## src/rtl/dcc_pkg.sv

```systemverilog
// dcc_pkg: constants and types for the dual channel capture/compare block
package dcc_pkg;
	// ****************************************
	// register map (byte addresses)
	// ****************************************
	localparam logic [3:0] DCC_OFS_CTRL = 4'h0;
	localparam logic [3:0] DCC_OFS_DATA_A = 4'h4;
	localparam logic [3:0] DCC_OFS_DATA_B = 4'h8;
	localparam logic [3:0] DCC_OFS_RSVD = 4'hc;
	// ****************************************
	// control register field positions
	// ****************************************
	localparam int DCC_BIT_FLAG = 15;
	localparam int DCC_BIT_IRQ_LO = 12;
	localparam int DCC_BIT_ARB = 11;
	localparam int DCC_BIT_OPEN_DRAIN = 9;
	localparam int DCC_BIT_TBSEL = 8;
	localparam int DCC_BIT_PIN = 7;
	localparam int DCC_BIT_FORCE_LEAD = 6;
	localparam int DCC_BIT_FORCE_TRAIL = 5;
	localparam int DCC_BIT_EDGE_POL = 4;
	localparam logic [15:0] DCC_CTRL_RESET = 16'h0000;
	localparam logic [15:0] DCC_DATA_RESET = 16'h0000;
	localparam logic [1:0] DCC_RESP_OKAY = 2'h0;
	localparam logic [1:0] DCC_RESP_SLVERR = 2'h2;
	// ****************************************
	// operation select codes
	// ****************************************
	localparam logic [3:0] DCC_OP_CHANNEL_OFF = 4'h0;
	localparam logic [3:0] DCC_OP_WIDTH_CAPTURE = 4'h1;
	localparam logic [3:0] DCC_OP_PERIOD_CAPTURE = 4'h2;
	localparam logic [3:0] DCC_OP_SINGLE_EDGE_CAPTURE = 4'h3;
	localparam logic [2:0] DCC_OP_COMPARE_HI = 3'h2;

	typedef enum logic [3:0] {
		DCC_KIND_OFF = 4'b0001,
		DCC_KIND_CAPTURE = 4'b0010,
		DCC_KIND_COMPARE = 4'b0100,
		DCC_KIND_MODULATED = 4'b1000
	} dcc_kind_type;

	// pin side bundle
	typedef struct packed {
		logic out;
		logic oe;
	} dcc_pin_type;
endpackage : dcc_pkg

```

## src/rtl/dcc_channel.sv

```systemverilog
// dcc_channel: dual channel capture/compare with AXI4-Lite register access
`timescale 1ns/10ps
module dcc_channel
	import dcc_pkg::*;
#(
	parameter int COUNT_WIDTH = 16
) (
	// clock and reset
	input wire logic clk,
	input wire logic rst_n,
	// time base buses
	input wire logic [COUNT_WIDTH-1:0] timeBaseA,
	input wire logic [COUNT_WIDTH-1:0] timeBaseB,
	// channel pin
	input wire logic pinIn,
	output dcc_pin_type pin,
	// interrupt request level, zero when idle
	output logic [2:0] irqRequest,
	// axi4-lite write address
	input wire logic [3:0] s_axi_awaddr,
	input wire logic s_axi_awvalid,
	output logic s_axi_awready,
	// axi4-lite write data
	input wire logic [31:0] s_axi_wdata,
	input wire logic [3:0] s_axi_wstrb,
	input wire logic s_axi_wvalid,
	output logic s_axi_wready,
	// axi4-lite write response
	output logic [1:0] s_axi_bresp,
	output logic s_axi_bvalid,
	input wire logic s_axi_bready,
	// axi4-lite read
	input wire logic [3:0] s_axi_araddr,
	input wire logic s_axi_arvalid,
	output logic s_axi_arready,
	output logic [31:0] s_axi_rdata,
	output logic [1:0] s_axi_rresp,
	output logic s_axi_rvalid,
	input wire logic s_axi_rready
);
	// ****************************************
	// state
	// ****************************************
	logic flag;
	logic [2:0] irqPriority;
	logic arbBit;
	logic openDrain;
	logic timebaseSelect;
	logic edgePolarity;
	logic [3:0] opSelect;
	logic [15:0] dataA;
	logic [15:0] firstStageHold;
	logic [15:0] secondStageHold;
	logic armA;
	logic armB;
	logic outFlop;
	logic firstSeen;
	logic pinLast;
	logic flagReadOne;
	logic [3:0] awAddr;
	logic awHeld;
	logic [31:0] wData;
	logic [3:0] wStrb;
	logic wHeld;
	dcc_kind_type kind;
	dcc_kind_type lastKind;

	// ****************************************
	// decode
	// ****************************************
	always_comb begin
		if (opSelect[3])
			kind = DCC_KIND_MODULATED;
		else if (opSelect[3:1] == DCC_OP_COMPARE_HI)
			kind = DCC_KIND_COMPARE;
		else if (opSelect == DCC_OP_CHANNEL_OFF)
			kind = DCC_KIND_OFF;
		else
			kind = DCC_KIND_CAPTURE;
	end

	logic [15:0] count;
	assign count = 16'(timebaseSelect ? timeBaseB : timeBaseA);

	// resolution mask: 000 keeps all 16 bits, others mask high bits
	logic [15:0] resMask;
	always_comb begin
		unique case (opSelect[2:0])
			3'h0: resMask = 16'hffff;
			3'h1: resMask = 16'h7fff;
			3'h2: resMask = 16'h3fff;
			3'h3: resMask = 16'h1fff;
			3'h4: resMask = 16'h0fff;
			3'h5: resMask = 16'h07ff;
			3'h6: resMask = 16'h01ff;
			default: resMask = 16'h007f;
		endcase
	end

	logic isMod;
	logic isCmp;
	assign isMod = (kind == DCC_KIND_MODULATED);
	assign isCmp = (kind == DCC_KIND_COMPARE);

	// modulated compares ignore masked bus bits so period is 2^unmasked
	logic matchA;
	logic matchB;
	logic fullHigh;
	assign fullHigh = isMod && (opSelect[2:0] != 3'h0) && secondStageHold[15];
	assign matchA = isMod ? ((count & resMask) == (dataA & resMask))
		: (isCmp && armA && count == dataA);
	assign matchB = isMod ? (!fullHigh && (count & resMask) == (secondStageHold & resMask))
		: (isCmp && armB && count == secondStageHold);

	// capture edge detection
	logic pinRise;
	logic pinFall;
	logic capEdge;
	assign pinRise = pinIn && !pinLast;
	assign pinFall = !pinIn && pinLast;
	assign capEdge = edgePolarity ? pinFall : pinRise;
	logic capPeriod;
	assign capPeriod = (kind == DCC_KIND_CAPTURE) && opSelect != DCC_OP_WIDTH_CAPTURE && capEdge;

	// flag events
	logic flagEvent;
	always_comb begin
		flagEvent = 1'b0;
		if (capPeriod)
			flagEvent = firstSeen || opSelect == DCC_OP_SINGLE_EDGE_CAPTURE;
		else if (isCmp)
			flagEvent = matchB || (opSelect[0] && matchA);
		else if (isMod)
			flagEvent = matchA;
	end

	// ****************************************
	// axi4-lite slave
	// ****************************************
	logic doWrite;
	assign s_axi_awready = !awHeld && !s_axi_bvalid;
	assign s_axi_wready = !wHeld && !s_axi_bvalid;
	assign s_axi_arready = !s_axi_rvalid;
	assign doWrite = awHeld && wHeld && !s_axi_bvalid;

	always_ff @(posedge clk) begin
		if (!rst_n) begin
			awHeld <= 1'b0;
			wHeld <= 1'b0;
			awAddr <= 4'h0;
			wData <= 32'h00000000;
			wStrb <= 4'h0;
			s_axi_bvalid <= 1'b0;
			s_axi_bresp <= DCC_RESP_OKAY;
		end else begin
			if (s_axi_awvalid && s_axi_awready) begin
				awHeld <= 1'b1;
				awAddr <= s_axi_awaddr;
			end
			if (s_axi_wvalid && s_axi_wready) begin
				wHeld <= 1'b1;
				wData <= s_axi_wdata;
				wStrb <= s_axi_wstrb;
			end
			if (doWrite) begin
				awHeld <= 1'b0;
				wHeld <= 1'b0;
				s_axi_bvalid <= 1'b1;
				s_axi_bresp <= (awAddr[1:0] != 2'h0) ? DCC_RESP_SLVERR : DCC_RESP_OKAY;
			end else if (s_axi_bvalid && s_axi_bready)
				s_axi_bvalid <= 1'b0;
		end
	end

	logic wrCtrl;
	logic wrA;
	logic wrB;
	logic lo;
	logic hi;
	assign lo = wStrb[0];
	assign hi = wStrb[1];
	assign wrCtrl = doWrite && awAddr == DCC_OFS_CTRL;
	assign wrA = doWrite && awAddr == DCC_OFS_DATA_A && (lo || hi);
	assign wrB = doWrite && awAddr == DCC_OFS_DATA_B && (lo || hi);
	logic [15:0] newA;
	logic [15:0] newB;
	assign newA = {hi ? wData[15:8] : dataA[15:8], lo ? wData[7:0] : dataA[7:0]};
	assign newB = isMod || kind != DCC_KIND_COMPARE
		? {hi ? wData[15:8] : firstStageHold[15:8], lo ? wData[7:0] : firstStageHold[7:0]}
		: {hi ? wData[15:8] : secondStageHold[15:8], lo ? wData[7:0] : secondStageHold[7:0]};

	logic pinLevel;
	assign pinLevel = outFlop ^ edgePolarity;
	logic [15:0] ctrlRead;
	assign ctrlRead = {flag, irqPriority, arbBit, 1'b0, openDrain, timebaseSelect,
		(isCmp || isMod) ? pinLevel : pinIn, 2'b00, edgePolarity, opSelect};
	logic rdCtrl;
	assign rdCtrl = s_axi_arvalid && s_axi_arready && s_axi_araddr == DCC_OFS_CTRL;

	always_ff @(posedge clk) begin
		if (!rst_n) begin
			s_axi_rvalid <= 1'b0;
			s_axi_rdata <= 32'h00000000;
			s_axi_rresp <= DCC_RESP_OKAY;
		end else if (s_axi_arvalid && s_axi_arready) begin
			s_axi_rvalid <= 1'b1;
			s_axi_rresp <= (s_axi_araddr[1:0] != 2'h0) ? DCC_RESP_SLVERR : DCC_RESP_OKAY;
			unique case (s_axi_araddr)
				DCC_OFS_CTRL: s_axi_rdata <= {16'h0000, ctrlRead};
				DCC_OFS_DATA_A: s_axi_rdata <= {16'h0000, dataA};
				DCC_OFS_DATA_B: s_axi_rdata <= {16'h0000, isMod ? firstStageHold : secondStageHold};
				default: s_axi_rdata <= 32'h00000000;
			endcase
		end else if (s_axi_rready)
			s_axi_rvalid <= 1'b0;
	end

	// ****************************************
	// control register
	// ****************************************
	always_ff @(posedge clk) begin
		if (!rst_n) begin
			{irqPriority, arbBit, openDrain, timebaseSelect, edgePolarity, opSelect} <= 11'h000;
		end else if (wrCtrl) begin
			if (hi) begin
				irqPriority <= wData[DCC_BIT_IRQ_LO+:3];
				arbBit <= wData[DCC_BIT_ARB];
				openDrain <= wData[DCC_BIT_OPEN_DRAIN];
				timebaseSelect <= wData[DCC_BIT_TBSEL];
			end
			if (lo) begin
				edgePolarity <= wData[DCC_BIT_EDGE_POL];
				opSelect <= wData[3:0];
			end
		end
	end

	// flag: set wins over the clear; a set after the read-one cancels the clear
	always_ff @(posedge clk) begin
		if (!rst_n) begin
			flag <= 1'b0;
			flagReadOne <= 1'b0;
		end else begin
			if (kind == DCC_KIND_OFF)
				flag <= 1'b0;
			else if (flagEvent)
				flag <= 1'b1;
			else if (wrCtrl && hi && !wData[DCC_BIT_FLAG] && flagReadOne)
				flag <= 1'b0;
			if (flagEvent)
				flagReadOne <= 1'b0;
			else if (rdCtrl)
				flagReadOne <= flag;
			else if (wrCtrl && hi)
				flagReadOne <= 1'b0;
		end
	end

	assign irqRequest = flag ? irqPriority : 3'h0;

	// ****************************************
	// data registers and comparator arming
	// ****************************************
	always_ff @(posedge clk) begin
		if (!rst_n) begin
			lastKind <= DCC_KIND_OFF;
			pinLast <= 1'b0;
		end else begin
			lastKind <= kind;
			pinLast <= pinIn;
		end
	end

	always_ff @(posedge clk) begin
		if (!rst_n) begin
			dataA <= DCC_DATA_RESET;
			firstStageHold <= DCC_DATA_RESET;
			secondStageHold <= DCC_DATA_RESET;
			firstSeen <= 1'b0;
		end else begin
			if (kind != DCC_KIND_CAPTURE)
				firstSeen <= 1'b0;
			if (capPeriod) begin
				dataA <= count;
				secondStageHold <= firstStageHold;
				firstStageHold <= count;
				firstSeen <= 1'b1;
			end else begin
				if (wrA)
					dataA <= newA;
				if (wrB && isCmp)
					secondStageHold <= newB;
				else if (wrB) begin
					firstStageHold <= newB;
					if (kind == DCC_KIND_OFF)
						secondStageHold <= newB;
				end
				// copy only while the output is in its trailing phase: synchronous to the period
				// at full duty there is no trailing phase, so the copy waits for the leading match instead
				if (isMod && !wrB && ((!outFlop && !matchA) || (fullHigh && matchA)))
					secondStageHold <= firstStageHold;
			end
		end
	end

	always_ff @(posedge clk) begin
		if (!rst_n) begin
			armA <= 1'b0;
			armB <= 1'b0;
		end else if (isCmp && lastKind != DCC_KIND_COMPARE) begin
			armA <= 1'b0;
			armB <= 1'b0;
		end else begin
			// comparator B is not held off while A is armed
			if (wrA)
				armA <= 1'b1;
			else if (matchA && isCmp)
				armA <= 1'b0;
			if (wrB)
				armB <= 1'b1;
			else if (matchB && isCmp)
				armB <= 1'b0;
		end
	end

	// ****************************************
	// output flip-flop
	// ****************************************
	logic forceLead;
	logic forceTrail;
	assign forceLead = wrCtrl && lo && wData[DCC_BIT_FORCE_LEAD];
	assign forceTrail = wrCtrl && lo && wData[DCC_BIT_FORCE_TRAIL];

	always_ff @(posedge clk) begin
		if (!rst_n)
			outFlop <= 1'b0;
		else if (isCmp || isMod) begin
			if ((matchA && matchB) || (forceLead && forceTrail))
				outFlop <= 1'b0;
			else if (matchA || forceLead || (fullHigh && matchA))
				outFlop <= 1'b1;
			else if (matchB || forceTrail)
				outFlop <= 1'b0;
		end
	end

	// open drain only pulls low; totem pole drives whenever in compare or modulated mode
	always_comb begin
		pin.out = pinLevel;
		pin.oe = (isCmp || isMod) && (!openDrain || !pinLevel);
	end

	// ****************************************
	// checks
	// ****************************************
	AST_FLAG_OFF: assert property (@(posedge clk) disable iff (!rst_n)
		kind == DCC_KIND_OFF |=> !flag) else $error("flag not cleared in channel off");
	AST_IRQ: assert property (@(posedge clk) disable iff (!rst_n)
		irqRequest == (flag ? irqPriority : 3'h0)) else $error("irq level wrong");
	AST_LEAD: assert property (@(posedge clk) disable iff (!rst_n)
		(isCmp && matchA && !matchB && !forceTrail) |=> outFlop) else $error("leading match missed");
	AST_TRAIL: assert property (@(posedge clk) disable iff (!rst_n)
		(isCmp && matchB && !forceLead) |=> !outFlop) else $error("trailing match missed");
	AST_BOTH: assert property (@(posedge clk) disable iff (!rst_n)
		(isMod && matchA && matchB) |=> !outFlop) else $error("tie not resolved low");
	AST_DISARM: assert property (@(posedge clk) disable iff (!rst_n)
		(isCmp && matchA && !wrA && $past(isCmp)) |=> !armA) else $error("comparator stays armed");
	AST_FLAG_B: assert property (@(posedge clk) disable iff (!rst_n)
		(isCmp && !opSelect[0] && matchA && !matchB) |=> $stable(flag) || !flag) else $error("flag on lead");
	AST_CAPTURE: assert property (@(posedge clk) disable iff (!rst_n)
		capPeriod |=> dataA == $past(count) && firstStageHold == $past(count)) else $error("capture lost");
	AST_POL: assert property (@(posedge clk) disable iff (!rst_n)
		pin.out == (outFlop ^ edgePolarity)) else $error("pin polarity wrong");
	AST_SET_WINS: assert property (@(posedge clk) disable iff (!rst_n)
		(flagEvent && kind != DCC_KIND_OFF) |=> flag) else $error("flag event lost");

	COV_PULSE: cover property (@(posedge clk) disable iff (!rst_n) isCmp && matchA ##[1:200] matchB);
	COV_MOD: cover property (@(posedge clk) disable iff (!rst_n) isMod && matchA);
	COV_CAP: cover property (@(posedge clk) disable iff (!rst_n) capPeriod && firstSeen);
	COV_FULL: cover property (@(posedge clk) disable iff (!rst_n) fullHigh && outFlop);
endmodule : dcc_channel

```

## config.mk

```make
export PLATFORM = sky130hd
export DESIGN_NAME = dcc_channel
export DESIGN_NICKNAME = d
export VERILOG_FILES = /design/src/rtl/dcc_pkg.sv /design/src/rtl/dcc_channel.sv
export SDC_FILE = /design/constraint.sdc
export NUM_CORES = 1
export LEC_CHECK = 0
export ABC_AREA = 1
export BUFFER_PORTS_ARGS = -buffer_cell sky130_fd_sc_hd__buf_2
export CAP_MARGIN = 15
export CORE_AREA = 4 4 156 158
export DETAILED_ROUTE_END_ITERATION = 16
export DIE_AREA = 0 0 160 162
export PLACE_DENSITY = 0.55
export SETUP_SLACK_MARGIN = 0.2
export SYNTH_ARGS = -nofsm -noshare
export SYNTH_HDL_FRONTEND = slang
export SYNTH_SLANG_ARGS = --single-unit
```

## constraint.sdc

```tcl
create_clock -name clk -period 3.4 [get_ports clk]
set_clock_uncertainty 0.15 [all_clocks]
set_input_delay 0.34 -clock clk [delete_from_list [all_inputs] [get_ports clk]]
set_output_delay 0.34 -clock clk [all_outputs]
set_load 0.005 [all_outputs]
```

### Word level (Yosys, flattened, before mapping)

Cells that the tools add are included.

* flip-flop bits (word level): 132
* input bits: 84
* output and inout port bits: 46
* word-level logic and storage cells: 208

* equal/unequal tests: 25
* mux-type cells: 51
* bitwise logic cells: 5
* reductions and logical operators: 99

Operator list (count)
* 16-bit two-way mux: 13
* 16-bit one-hot mux with 7 select lines: 1
* 16-bit equality test: 4
* 16-bit bitwise AND: 3
* 8-bit two-way mux: 6
* 16-bit one-hot mux with 3 select lines: 1
* 1-bit logical AND: 43
* 2-bit nonzero test: 13
* 1-bit two-way mux: 24
* 2-bit AND reduction: 7
* 1-bit logical NOT: 13
* 4-bit by 3-bit equality test with 1-bit output, second input constant: 3
* 4-bit equality test, second input constant: 3
* 4-bit logical NOT: 3
* 1-bit logical OR: 11
* 3-bit by 2-bit equality test with 1-bit output, second input constant: 3
* 3-bit equality test, second input constant: 3
* 4-bit by 2-bit equality test with 1-bit output, second input constant: 2
* 4-bit by 3-bit != test with 1-bit output, second input constant: 2
* 4-bit nonzero test: 2
* 2-bit OR reduction: 4
* 2-bit two-way mux: 3
* 3-bit two-way mux: 2
* 3-bit nonzero test: 2
* 9 further kinds: 9

### Depth between registers and ports, before layout

* word-level depth: 14
* gate-level depth with buffers: 20

### Worst setup path after synthesis

OpenSTA, ideal clock, no wires.

* kind: flip-flop to flip-flop
* start: register timebaseSelect
* end: register secondStageHold[0]
* data arrival time: 1.816 ns
* setup slack: 1.306 ns
* stages on the path, launching flop included: 19
* buffers on the path: 3
* clock period less this slack: 2.094 ns
* path through: dfxtp_1 -> buf_6 -> inv_4 -> buf_12 -> nand2_4 -> nand2_2 -> nand2_2 -> nand2_2 -> nor2_2 -> inv_1 -> nor2_2 -> nand3_2 -> nand3_1 -> nand3_4 -> buf_8 -> nand3_1 -> nor2_1 -> nor2_1 -> nor2_1

* cells in the longest elaborated chain, start to end: 10

RTL lines
* start: declaration: RTL line dcc_channel.sv:48 `logic timebaseSelect;`
* start signal: assignment: RTL line dcc_channel.sv:229 `timebaseSelect <= wData[DCC_BIT_TBSEL];`
* 16-bit two-way mux (*): RTL line dcc_channel.sv:83 `assign count = 16'(timebaseSelect ? timeBaseB : timeBaseA);`
* 16-bit bitwise AND or 16-bit equality test (tied branches): RTL line dcc_channel.sv:110, dcc_channel.sv:111
* 16-bit equality test or 1-bit logical AND (tied branches): RTL line dcc_channel.sv:110, dcc_channel.sv:111
* 1-bit two-way mux (*): RTL line dcc_channel.sv:110 `assign matchA = isMod ? ((count & resMask) == (dataA & resMask))`
* 1-bit logical NOT: RTL line dcc_channel.sv:300 `if (isMod && !wrB && ((!outFlop && !matchA) || (fullHigh && matchA)))`
* 1-bit logical AND: RTL line dcc_channel.sv:300
* 1-bit logical OR (*): RTL line dcc_channel.sv:300
* 1-bit logical AND (*): RTL line dcc_channel.sv:300
* 4-bit nonzero test (no line) or 16-bit two-way mux (tied branches)
* 2-bit AND reduction (no line) or 16-bit two-way mux (tied branches)
* end signal: assignment: RTL line dcc_channel.sv:292 `secondStageHold <= newB;`
* end signal: assignment: RTL line dcc_channel.sv:296 `secondStageHold <= newB;`
* end signal: assignment: RTL line dcc_channel.sv:301 `secondStageHold <= firstStageHold;`
* end: declaration: RTL line dcc_channel.sv:53 `logic [15:0] secondStageHold;`

Every way passes the cells marked *; elsewhere a longest branch is shown, timed or not.
A chain may end at the register's enable or synchronous reset.

### Worst setup path after layout

* start: register timebaseSelect
* end: register secondStageHold[12]

The elaborated chain is that of the path after synthesis.

==> run_results.csv <==
group,metric,value,unit
power_and_ir_drop,pwr_density,446,nW/µm²
final_layout,layout-area-overhead-vs-synth,19.0,%
grt,grt_start_max_net_pins,55,
final_layout,seqCellArea,2280,µm²
final_layout,most_frequent_cells_in_the_layout,"sky130_fd_sc_hd__nand2_1 (305), sky130_fd_sc_hd__dfxtp_1 (114), sky130_fd_sc_hd__nor2_1 (100)",
run,maxCapViolations,0,
power_and_ir_drop,static-leakage-power,3.32,nW
placement,half_perimeter_wire_length_after_placement,17100,µm
power_and_ir_drop,comb_power_share,9.9,%
grt,grt_first_pass_wirelength,37100,µm
synth,synth_edf_count,0,
floorplanning,die_area,25900,µm²
timing,part_of_the_cycle_the_worst_path_needs,80.1,%
grt,globalRouteOverflowTotal,0,
floorplanning,core_region_area,23100,µm²
floorplanning,ios,130,
grt,grt_util_all_layers,18.4,%
timing,max_slew.worst_pin.slew,0.969,ns
setup_path,critical_path.endpoint_type,"flop",
synth,yosys_warning_total,0,
floorplanning,die_x,160,µm
drt,via_count,7154,
setup_path,critical_path_arrival,2.84,ns
final_layout,fillers,2565,
timing,post-route-min-period,2.72,ns
run_status,outcome,"finished, final reports clean",
clocking,worstSkewPairLatency,0.42,ns
drt,detail_route.first_pass.iterations,7,
grt,first_global_vias,6552,
power_and_ir_drop,p_seq_share,39.4,%
power_and_ir_drop,power.switching_fraction,27.7,%
drt,drt-initial-drc-count,643,
floorplanning,placement_rows,56,
drt,drt-vias-per-instance,5.01,
setup_path,critical_path_required,3.52,ns
floorplanning,die_h,162,µm
grt,grt_antenna_before_repair,0,
timing,slew_headroom,35.4,%
clocking,path_clk_slew,0.06,ns
setup_path,maximum_fanout_encountered_on_the_critical_timing_path,20,
clocking,ctsRootBufferMaster,"sky130_fd_sc_hd__clkbuf_16",
synth,ys_dominant_reg_cell,"sky130_fd_sc_hd__dfxtp_1",
hold_path,path_category_of_the_worst_min_delay_check,"in2reg",
timing,rsz0062_at_grt,"false",
clocking,max-clock-path-buffers,2,
synth,synth_cell_types,44,
clocking,htree_num_levels,4,
drt,route.detailed.drc,0,
power_and_ir_drop,ir_worst_vdd,0.377,mV
drt,avgRoutedWirePerCell,17.1,µm
synth,seq_area_frac_synth,33.8,%
clocking,clock_sink_count,114,
timing,timing_hold_violations_final,0,
final_layout,multiInputGateArea,3770,µm²
final_layout,antennaDiodeCount,0,
clocking,cts.repair_timing.setup_buffer_count,0,
clocking,cts_tree,"built",
final_layout,final_common_cell,"sky130_fd_sc_hd__nand2_1",
drt,antenna_left,0,
floorplanning,floorplan.initialDensity,29.2,%
placement,io_buffer_count,93,
power_and_ir_drop,clkPwrFrac,50.7,%
timing,hold-worst-slack,0.0186,ns
final_layout,layout.nets,1208,
timing,maxSlewViolCount,0,
final_layout,layout-drive-gt1-share,17.4,%
power_and_ir_drop,internal-power,0.00259,W
clocking,cts_inserted_buffers,17,
synth,syn-mean-instance-area,6.50,µm²
power_and_ir_drop,power_switching,0.000994,W
setup_path,type_of_element_launching_the_critical_path,"flop",
synth,mappedNetlistArea,6760,µm²
placement,gp_congestion,0.925,
synth,flip_flop_and_latch_count_after_synthesis,114,
synth,post_synth_inst_count,1039,
drt,wl,24500,µm
timing,final.setup.tns,0,ns
synth,async_flop_share,0,%
timing,max_clock_freq,0.367,GHz
timing,finalSetupViolations,0,
setup_path,timing.setup.critical_path_class,"reg2reg",
cells by family after synthesis:
logic type,count (synthesis),share of synthesized area [%]
xor gates and xnor gates,14,1.81
AOI/OAI and AO/OA,199,17.1
and+or+nand+nor,543,35.7
buffers and inverters,168,11.6
other,1,0.0555
DFF,114,33.8
synthesized netlist by cell type, types with 4 or more instances:
cell / instances / area, µm²
sky130_fd_sc_hd__buf_2: 7 / 35.0
sky130_fd_sc_hd__nand2_1: 305 / 1140
sky130_fd_sc_hd__nand3_1: 57 / 285
sky130_fd_sc_hd__inv_1: 91 / 342
sky130_fd_sc_hd__o211ai_1: 16 / 120
sky130_fd_sc_hd__dfxtp_1: 114 / 2280
sky130_fd_sc_hd__nand4_1: 31 / 194
sky130_fd_sc_hd__buf_6: 4 / 45.0
sky130_fd_sc_hd__clkbuf_1: 34 / 128
sky130_fd_sc_hd__nand2_2: 21 / 131
sky130_fd_sc_hd__a21oi_1: 80 / 400
sky130_fd_sc_hd__a221oi_1: 8 / 70.1
sky130_fd_sc_hd__xor2_1: 12 / 105
sky130_fd_sc_hd__a31oi_1: 29 / 181
sky130_fd_sc_hd__o221ai_1: 9 / 78.8
sky130_fd_sc_hd__nand2_4: 9 / 101
sky130_fd_sc_hd__o21ai_0: 50 / 250
sky130_fd_sc_hd__buf_4: 19 / 143
sky130_fd_sc_hd__nor3_2: 4 / 40.0
sky130_fd_sc_hd__nor2_1: 100 / 375
layout make-up:
cell class / instances / share of cell area, %
Clock inverter: 14 / 1.93
Clock buffer: 18 / 5.46
Timing Repair Buffer: 120 / 8.34
Multi-Input combinational cell: 774 / 46.8
Inverter: 97 / 4.56
Sequential cell: 114 / 28.4
Tap cell: 290 / 4.51
through the flow:
step / util (%) / instances / cell area [µm²] / total power (W) / worst slack, ns
finish: 34.8 / 1427 / 8040 / 0.00359 / 0.676
global route: 34.8 / 1427 / 8040 / 0.00373 / 0.394
CTS: 34.8 / 1427 / 8040 / 0.00361 / 0.658
detailed placement: 32.2 / 1394 / 7440 / 0.00179 / 0.693
global placement: 32.2 / 1394 / 7440 / 0.00179 / 0.732
floorplan: - / 1056 / 6820 / 0.00166 / 1.31
sequential cells by signal (all words and copies together), names as in the netlist, 2 cells and up:
| name | flops |
|---|---|
| dataA | 16 |
| firstStageHold | 16 |
| s_axi_rdata | 16 |
| secondStageHold | 16 |
| wData | 16 |
| awAddr | 4 |
| lastKind | 4 |
| opSelect | 4 |
| irqPriority | 3 |
| wStrb | 2 |
power by group through the flow:
stage               sequential, W  clock (W)  combinational (W)
global placement          0.00144          0           0.000351
floorplan                 0.00142          0           0.000235
detailed placement        0.00144          0           0.000351
global route              0.00142    0.00191           0.000399
CTS                       0.00141    0.00185           0.000353
finish                    0.00141    0.00182           0.000355
timing repair:
action / CTS / global route
hold buffers: 1 / 0
hold endpoints to repair: 1 / 0
gates resized for setup: 0 / 0
setup endpoints to repair: 0 / 0
critical path: stages, from the launching register on:
cell and delay, ns:
sky130_fd_sc_hd__dfxtp_1 0.33, sky130_fd_sc_hd__inv_4 0.31, sky130_fd_sc_hd__nand2_1 0.16, sky130_fd_sc_hd__nand2_1 0.19, sky130_fd_sc_hd__nand2_1 0.09, sky130_fd_sc_hd__nand2_1 0.06, sky130_fd_sc_hd__nand3_1 0.08, sky130_fd_sc_hd__nor2_2 0.12
sky130_fd_sc_hd__nand3_2 0.15, sky130_fd_sc_hd__nand2_2 0.12, sky130_fd_sc_hd__nand2_2 0.06, sky130_fd_sc_hd__nand3_4 0.17, sky130_fd_sc_hd__buf_4 0.28, sky130_fd_sc_hd__nand3_1 0.09, sky130_fd_sc_hd__nand2_1 0.09, sky130_fd_sc_hd__a21oi_1 0.07
routing by layer:
layer / part of all wire (%) / global-route usage [%] / up-vias
met5: 0 / 0 / -
met4: 1.7 / 5.20 / 0
met3: 9.5 / 4.47 / 32
met2: 40 / 25.8 / 337
met1: 49 / 27.7 / 3215
li1: - / - / 3570
path summary, 6_finish.rpt:
kind | from | to | slack (ns) | cells after the start
worst max-delay path | timebaseSelect | secondStageHold[12] | 0.68 | 15
worst min-delay path | s_axi_awaddr[0] | awAddr[0] | 0.02 | 3
worst max register to register | timebaseSelect | secondStageHold[12] | 0.68 | 15
worst min register to register | s_axi_rdata[0] | s_axi_rdata[0] | 0.31 | 2
Power figures use the tool's default switching activity.
